`src/pkg/ifc_pkg.sv`:
```
// Constants and types for the IF frequency counter
package ifc_pkg;
  localparam logic [7:0] IFC_ADDR_CONTROL = 8'h23;
  localparam logic [7:0] IFC_ADDR_MODE    = 8'h22;
  localparam logic [7:0] IFC_ADDR_GATE    = 8'h24;
  localparam logic [7:0] IFC_ADDR_COUNT   = 8'h25;
  localparam int         IFC_CLEAR_BIT    = 0;
  localparam int         IFC_START_BIT    = 1;
  localparam logic [3:0] IFC_MODE_RESET   = 4'h0;
  localparam logic [15:0] IFC_COUNT_MAX   = 16'hffff;
  localparam int         IFC_SYS_HZ       = 100_000_000;
  localparam int         IFC_TICK_HZ      = 1_000;
  localparam int         IFC_TICK_CYCLES  = IFC_SYS_HZ / IFC_TICK_HZ;
  localparam logic [3:0] IFC_GATE_1MS     = 4'h1;
  localparam logic [3:0] IFC_GATE_4MS     = 4'h4;
  localparam logic [3:0] IFC_GATE_8MS     = 4'h8;

  typedef enum logic [1:0] {GATE_T1, GATE_T4, GATE_T8, GATE_OPEN} ifc_gate_t;
  typedef enum logic [1:0] {FN_OFF, FN_AM_AM, FN_FM_HALF, FN_FM_AM} ifc_func_t;

  typedef struct packed {
    ifc_func_t function_select;
    ifc_gate_t gate_time_select;
  } ifc_mode_t;

  typedef struct packed {
    logic       wr;
    logic [7:0] addr;
    logic [3:0] wdata;
  } ifc_wr_t;
endpackage

```
`src/verilog/ifc_counter.sv`:
```
// IF frequency counter: pin select, gate timing, saturating count
`timescale 1ns/10ps
module ifc_counter
  import ifc_pkg::*;
#(
  parameter int TICK_CYCLES = IFC_TICK_CYCLES
)(
  input  wire logic        i_clk,
  input  wire logic        i_srst,
  input  wire logic        i_halt,
  input  wire ifc_wr_t     i_wr,
  input  wire logic        i_am_if_input,
  input  wire logic        i_fm_if_input,
  output logic [3:0]       o_mode,
  output logic             o_gate_open_flag,
  output logic [15:0]      o_count_value_register,
  output logic             o_port1c_bit2_gpio,
  output logic             o_port1c_bit3_gpio
);

  ifc_mode_t   mode;
  logic        am_s1;
  logic        am_s2;
  logic        fm_s1;
  logic        fm_s2;
  logic        sel_prev;
  logic        half;
  logic [31:0] tick_cnt;
  logic        tick;
  logic        gate;
  logic        armed;
  logic [3:0]  ms_left;
  logic [15:0] count;
  logic        count_en;
  logic        wr_mode;
  logic        wr_ctrl;
  logic        sel_in;
  logic        edge_in;

  ////////////////////////////////////////////////////////////////////////////
  // Decoders shared by pin ownership and counting
  function automatic logic am_pin_used(input ifc_func_t fn);
    am_pin_used = (fn == FN_AM_AM);
  endfunction

  function automatic logic fm_pin_used(input ifc_func_t fn);
    fm_pin_used = (fn == FN_FM_HALF) || (fn == FN_FM_AM);
  endfunction

  function automatic logic counting_fn(input ifc_func_t fn);
    counting_fn = am_pin_used(fn) || fm_pin_used(fn);
  endfunction

  // Gate length in ticks for each timed code
  function automatic logic [3:0] gate_ms(input ifc_gate_t code);
    case (code)
      GATE_T1: gate_ms = IFC_GATE_1MS;
      GATE_T4: gate_ms = IFC_GATE_4MS;
      default: gate_ms = IFC_GATE_8MS;
    endcase
  endfunction

  ////////////////////////////////////////////////////////////////////////////
  // Register write decode; unmapped addresses are ignored
  assign wr_mode = i_wr.wr && (i_wr.addr == IFC_ADDR_MODE);
  assign wr_ctrl = i_wr.wr && (i_wr.addr == IFC_ADDR_CONTROL);

  ////////////////////////////////////////////////////////////////////////////
  // Mode register; halt freezes it, reset returns pins to inputs
  // pins back to general input
  always_ff @(posedge i_clk)
  begin
    if (i_srst)
      mode <= ifc_mode_t'(IFC_MODE_RESET);
    else if (wr_mode && !i_halt)
      mode <= ifc_mode_t'(i_wr.wdata);
  end

  // Mode reads back as one nibble
  assign o_mode             = mode;
  // a pin the function leaves unused stays an input
  assign o_port1c_bit2_gpio = !am_pin_used(mode.function_select);
  assign o_port1c_bit3_gpio = !fm_pin_used(mode.function_select);

  ////////////////////////////////////////////////////////////////////////////
  // Pin synchronisers
  // Tuner pins are asynchronous; only the second flop is read
  always_ff @(posedge i_clk)
  begin
    am_s1 <= i_am_if_input;
    am_s2 <= am_s1;
    fm_s1 <= i_fm_if_input;
    fm_s2 <= fm_s1;
  end

  // pin chosen by function code
  // Deselected input reads low, so counting stops
  always_comb
  begin
    case (mode.function_select)
      FN_AM_AM:   sel_in = am_s2;
      FN_FM_HALF: sel_in = fm_s2;
      FN_FM_AM:   sel_in = fm_s2;
      default:    sel_in = 1'b0;
    endcase
  end

  always_ff @(posedge i_clk)
  begin
    if (i_srst)
      sel_prev <= 1'b0;
    else
      sel_prev <= sel_in;
  end

  // Edge reference; a level already high at gate open adds no count
  // rising edges counted
  assign edge_in = sel_in && !sel_prev;

  ////////////////////////////////////////////////////////////////////////////
  // 1-kHz timing tick divided from the system clock
  // Free-running, so a start waits up to one tick period for the gate
  // gate timing from divided clock
  always_ff @(posedge i_clk)
  begin
    if (i_srst || tick_cnt == 32'(TICK_CYCLES - 1))
      tick_cnt <= '0;
    else
      tick_cnt <= tick_cnt + 32'h1;
  end

  // One-cycle strobe at the end of each period
  assign tick = (tick_cnt == 32'(TICK_CYCLES - 1));

  ////////////////////////////////////////////////////////////////////////////
  // Gate control
  // Priority: open code, start, tick, close
  always_ff @(posedge i_clk)
  begin
    if (i_srst)
    begin
      gate    <= 1'b0;
      armed   <= 1'b0;
      ms_left <= 4'h0;
    end
    // open code opens gate at once
    else if (mode.gate_time_select == GATE_OPEN)
    begin
      gate  <= 1'b1;
      armed <= 1'b0;
      // Drop any timed remainder so a later timed code shuts the gate
      ms_left <= 4'h0;
    end
    // A restart during a timed gate shuts it until the next tick
    // start arms, next tick opens
    else if (wr_ctrl && i_wr.wdata[IFC_START_BIT])
    begin
      gate  <= 1'b0;
      armed <= 1'b1;
    end
    else if (armed && tick)
    begin
      armed <= 1'b0;
      gate  <= 1'b1;
      ms_left <= gate_ms(mode.gate_time_select);
    end
    else if (gate && ms_left == 4'h0)
      gate <= 1'b0;
    // Last tick of the window drops gate and flag together
    else if (gate && tick)
    begin
      ms_left <= ms_left - 4'h1;
      if (ms_left == 4'h1)
        gate <= 1'b0;
    end
  end

  // flag covers armed and timed gate
  // Remainder test keeps the flag low while an open gate is being shut
  assign o_gate_open_flag = armed
                            || (gate && ms_left != 4'h0 && mode.gate_time_select != GATE_OPEN);

  ////////////////////////////////////////////////////////////////////////////
  // FM halving toggle
  // Toggle restarts outside FM-half mode, so the first FM edge after entering it is not counted
  // divide by two in FM-half mode only
  always_ff @(posedge i_clk)
  begin
    if (i_srst || mode.function_select != FN_FM_HALF)
      half <= 1'b0;
    else if (gate && edge_in)
      half <= ~half;
  end

  assign count_en = gate && edge_in && counting_fn(mode.function_select)
                    && (mode.function_select != FN_FM_HALF || half);

  ////////////////////////////////////////////////////////////////////////////
  // Saturating counter
  always_ff @(posedge i_clk)
  begin
    if (i_srst || (wr_ctrl && i_wr.wdata[IFC_CLEAR_BIT]))
      count <= '0;
    // Only enabled edges advance the count
    else if (count_en)
    begin
      if (count != IFC_COUNT_MAX)
        count <= count + 16'h1;
    end
  end

  // Straight from the flop; a read has nothing to disturb
  // count visible, read has no effect
  assign o_count_value_register = count;

endmodule
```
`config.mk`:
```
export PLATFORM = sky130hd
export DESIGN_NAME = ifc_counter
export DESIGN_NICKNAME = d
export VERILOG_FILES = /design/src/pkg/ifc_pkg.sv /design/src/verilog/ifc_counter.sv
export SDC_FILE = /design/constraint.sdc
export NUM_CORES = 1
export LEC_CHECK = 0
export ABC_AREA = 1
export ABC_CLOCK_PERIOD_IN_PS = 1400
export CORE_MARGIN = 2
export CORE_UTILIZATION = 57
export DETAILED_ROUTE_END_ITERATION = 8
export DONT_BUFFER_PORTS = 1
export GPL_ROUTABILITY_DRIVEN = 0
export PLACE_DENSITY = 0.75
export SYNTH_ARGS = -nofsm -noshare
export SYNTH_HDL_FRONTEND = slang
export SYNTH_SLANG_ARGS = --single-unit
```
`constraint.sdc`:
```
create_clock -name i_clk -period 1.4 [get_ports i_clk]
set_input_delay 0.14 -clock i_clk [delete_from_list [all_inputs] [get_ports i_clk]]
set_output_delay 0.14 -clock i_clk [all_outputs]
set_load 0.03 [all_outputs]
```
==> results.sh, run 1 <==
export IMPL_h_tree_depth=3
export IMPL_firstError="[ERROR GRT-0232] Routing congestion too high. Check the congestion heatmap in the GUI."
export IMPL_yosysMostFrequentCell="nand2_1"
export IMPL_synth_seq_cells=64
export IMPL_endpoint_type="sequential cell input"
export IMPL_synth_area_leader_cell="dfxtp_1"
export IMPL_die_h_um=84.2
export IMPL_crit_endpoint="ms_left[0]$_SDFFE_PP0P_/D"
export IMPL_portBuffers=0
export IMPL_cts_buffer_depth=2
export IMPL_yosys_top_cells_count="nand2_1, nor2_1, dfxtp_1"
export IMPL_start_util_pct=58.4
export IMPL_placed_area_um2=4700
export IMPL_async_flop_share_pct=0
export IMPL_ys_warn_count=0
export IMPL_yosysTopAreaCellShare_pct=34.9
export IMPL_yosysSeqAreaShare_pct=34.9
export IMPL_outcome="aborted with a tool error"
export IMPL_syn_avg_cell_area_um2=6.44
export IMPL_synth_edff_count=0
export IMPL_grt_ovfl_total=701
export IMPL_ios=41
export IMPL_synthDistinctLibCells=36
export IMPL_stop_stage="global routing (5_1_grt)"
export IMPL_cts_made_buffers=9
export IMPL_cts_sinks=64
export IMPL_dp_hpwl_um=7740
export IMPL_core_rowCount=29
export IMPL_die_w_um=84.2
export IMPL_grt_max_degree=14
export IMPL_dp_slack_ns=-0.194
export IMPL_synth_area_top_cells="dfxtp_1, nand2_1, nor2_1, inv_1, a21oi_1"
export IMPL_cts_root_buffer_cell="clkbuf_8"
export IMPL_syn_num_nets=592
export IMPL_grt_usage_pct=97.2
export IMPL_synth_ff_type="dfxtp_1"
export IMPL_synth_cells=569
export IMPL_synth_area_um2=3670
## per-layer routing
layer / track usage [%] / overflow
met4: 104 / 114
met1: 87.8 / 3
met2: 138 / 581
met5: 3.50 / 0
met3: 64.7 / 3
## cells by family after synthesis
kind of cell	after synthesis	synth area share (%)
and+or+nand+nor	342	41.7
buffers and inverters	78	8.53
AOI/OAI and AO/OA	67	10.0
DFF	64	34.9
xor gates and xnor gates	13	3.11
adders and majority gates	5	1.71
## stage by stage
stage	hold WS (ns)	std cells
2_1_floorplan	0.168	569
3_3_place_gp	0.168	753
3_5_place_dp	0.168	753
4_1_cts	0.0167	799
## timing repair
item	4_1_cts
hold buffers	5
resized for setup	154
pin swaps	48
cloned	5
endpoints found under the setup margin	48
setup buffers	21
hold endpoints to repair	7
==> run 2, diff against run 1 <==
- ABC_CLOCK_PERIOD_IN_PS: 1400 -> 1820
- CORE_UTILIZATION: 57 -> 40
- PLACE_DENSITY: 0.75 -> not set
- PLACE_DENSITY_LB_ADDON: not set -> 0.15
- clock period: 1.4 -> 1.82 ns (I/O delays scaled with it)
==> run 2 against run 1 <==
Net effect: the flow now finishes without violations; synthesized area did not move; synthesized cell count did not move.
==> results.sh, run 2 <==
export IMPL_grt_max_degree=32
export IMPL_grt_pass1_vias=3352
export IMPL_routed_via_density=5.02
export IMPL_maxSlewViolCount=0
export IMPL_crit_start="ms_left[0]$_SDFFE_PP0P_"
export IMPL_cts_tree="yes"
export IMPL_synth_cells=569
export IMPL_fin_hold_ws_ns=0.0358
export IMPL_syn_num_nets=592
export IMPL_outcome="finished, final reports clean"
export IMPL_r2r_start="tick_cnt[0]$_SDFF_PP0_"
export IMPL_ant_nets=0
export IMPL_cts_made_buffers=9
export IMPL_reg2reg_to="tick_cnt[11]$_SDFF_PP0_"
export IMPL_h_tree_depth=3
export IMPL_antenna_found_initial=0
export IMPL_synth_edff_count=0
export IMPL_nets=628
export IMPL_portBuffers=0
export IMPL_insertion_delay_ns=0.35
export IMPL_start_util_pct=41.6
export IMPL_fin_crit_sh_pct=94.9
export IMPL_routed_via_count=3603
export IMPL_async_flop_share_pct=0
export IMPL_synth_ff_type="dfxtp_1"
export IMPL_p_per_area_nw_per_um2=702
export IMPL_ir_worst_vdd_uv=547
export IMPL_yosys_top_cells_count="nand2_1, nor2_1, dfxtp_1"
export IMPL_holdCritStartpoint="i_wr[2]"
export IMPL_wire_per_inst_um=12.8
export IMPL_wl_um=9220
export IMPL_largest_reg_flops=32
export IMPL_start_kind="flop"
export IMPL_syn_avg_cell_area_um2=6.44
export IMPL_setup_viol=0
export IMPL_area_delta_synth_final_pct=17.9
export IMPL_worstHoldEndpoint="o_mode[2]$_SDFFE_PP0P_"
export IMPL_maxCapViolCount=0
export IMPL_nFillCells=915
export IMPL_antennaDiodeCount=0
export IMPL_hold_depth=2
export IMPL_synth_area_um2=3670
export IMPL_period_minus_slack_ns=1.73
export IMPL_drive_above_1_share_pct=14.4
export IMPL_worst_pin_slew_ns=0.411
export IMPL_slowest_stage="dfxtp_1"
export IMPL_final_cell_mix="nand2_1, nor2_1, inv_1"
export IMPL_arrival_ns=1.55
export IMPL_drtPass1Iterations=4
export IMPL_die_w_um=99.7
export IMPL_cp_required_ns=1.64
export IMPL_die_h_um=99.7
export IMPL_worstPathCellList="inv_1 -> ha_1 -> nor3b_2 -> o31ai_1 -> buf_4"
export IMPL_core_rowCount=34
export IMPL_rsz0062_at_grt="yes"
export IMPL_synth_area_leader_cell="dfxtp_1"
export IMPL_ios=41
export IMPL_dp_hpwl_um=7030
export IMPL_end_kind="output pin"
export IMPL_fin_area_um2=4320
export IMPL_cts_root_buffer_cell="clkbuf_8"
export IMPL_placedCellCount=699
export IMPL_crit_fanout=5
export IMPL_criticalPathCategory="reg -> out"
export IMPL_grt_pass1_wl_um=15500
export IMPL_yosysMostFrequentCell="nand2_1"
export IMPL_hold_class="in -> reg"
export IMPL_max_freq_mhz=579
export IMPL_yosysSeqAreaShare_pct=34.9
export IMPL_cp_slowest_stage_delay_ns=0.34
export IMPL_clk_transition_reported_paths_ns=0.08
export IMPL_core_area_um2=8810
export IMPL_synth_area_top_cells="dfxtp_1, nand2_1, nor2_1, inv_1, a21oi_1"
export IMPL_slew_headroom_pct=72.6
export IMPL_rr_worst_depth=10
export IMPL_ys_warn_count=0
export IMPL_yosysTopAreaCellShare_pct=34.9
export IMPL_grt_ovfl_total=0
export IMPL_layout_commonest_cell="nand2_1"
export IMPL_final_cells=718
export IMPL_cts_sinks=64
export IMPL_utilization_pct=49.1
export IMPL_initialDrtViolationCount=173
export IMPL_skew_ns=0.0142
export IMPL_placed_area_um2=3990
export IMPL_r2r_slack_ns=0.14
export IMPL_die_area_um2=9950
export IMPL_grt_usage_pct=19.3
export IMPL_drc_errors=0
export IMPL_cts_buffer_depth=2
export IMPL_synth_seq_cells=64
export IMPL_p_leak_nw=1.65
export IMPL_postCtsSetupRepairBufs=0
export IMPL_hold_violations=0
export IMPL_top_register="tick_cnt"
export IMPL_synthDistinctLibCells=36
-- run 2: report_power, final --
part           switching (mW)  internal, mW  total [mW]  leakage [nW]
clock network           0.583         0.948        1.53         0.124
logic                  0.0464        0.0296      0.0760          1.01
registers              0.0115          1.41        1.42         0.519
-- run 2: critical path, delay by kind of cell, from the launching register on --
family,cells,cell delay [ns]
compound gates,1,0.19
flops,1,0.34
buf+inv,2,0.29
fa+ha+maj,1,0.21
simple gates,1,0.16
-- run 2: final cells by class --
cell class | instances | area [um^2] | share of cell area, %
multi-input cells | 427 | 2120 | 49.2
flip-flops and latches | 64 | 1290 | 29.8
inverters | 71 | 269 | 6.22
repair buffers | 32 | 260 | 6.02
clock buffers | 11 | 141 | 3.27
well taps | 108 | 135 | 3.13
clock inverters | 5 | 104 | 2.40
-- run 2: kinds of logic (layout without fill, tap and decap cells) --
| kind of cell | count (synthesis) | count (layout) | share of synthesized area [%] |
|---|---|---|---|
| AOI/OAI and AO/OA | 67 | 67 | 10.0 |
| xor gates and xnor gates | 13 | 13 | 3.11 |
| adders and majority gates | 5 | 5 | 1.71 |
| buffers and inverters | 78 | 119 | 8.53 |
| DFF | 64 | 64 | 34.9 |
| and+or+nand+nor | 342 | 342 | 41.7 |
-- run 2: timing repair --
| action | CTS | global route |
|---|---|---|
| hold buffers | 3 | 0 |
| gates resized for setup | 1 | 16 |
| endpoints found under the setup margin | 1 | 39 |
| pin swaps | 0 | 1 |
| hold endpoints to repair | 3 | 0 |
-- run 2: metrics by stage --
stage          power, mW   TNS, ns  setup WS [ns]
2_1_floorplan       1.50         0         0.0502
3_3_place_gp        1.52         0       0.000668
3_5_place_dp        1.52  -0.00851       -0.00851
4_1_cts             3.06         0         0.0626
5_1_grt             3.14   -0.0730        -0.0358
6_report            3.03         0         0.0922
-- run 2: worst max path at each step --
stage	end	slack (ns)	cells past startpoint
after CTS	ms_left[2]$_SDFFE_PP0P_	0.06	11
after detailed placement	ms_left[2]$_SDFFE_PP0P_	-0.009	10
after global placement	ms_left[2]$_SDFFE_PP0P_	0.0007	10
after global routing	ms_left[3]$_SDFFE_PP0P_	-0.04	11
after floorplan	o_count_value_register[15]$_SDFFE_PP0P_	0.05	9
final	o_gate_open_flag	0.09	5
-- run 2: per-layer routing --
metal / part of all wire (%) / vias to the layer above / track usage, %
li1: - / 1896 / -
met1: 49 / 1653 / 26.1
met2: 47 / 45 / 31.5
met3: 3.0 / 9 / 3.65
met4: 1.1 / 0 / 5.58
met5: 0 / - / 0
(Power assumes the default switching activity.)
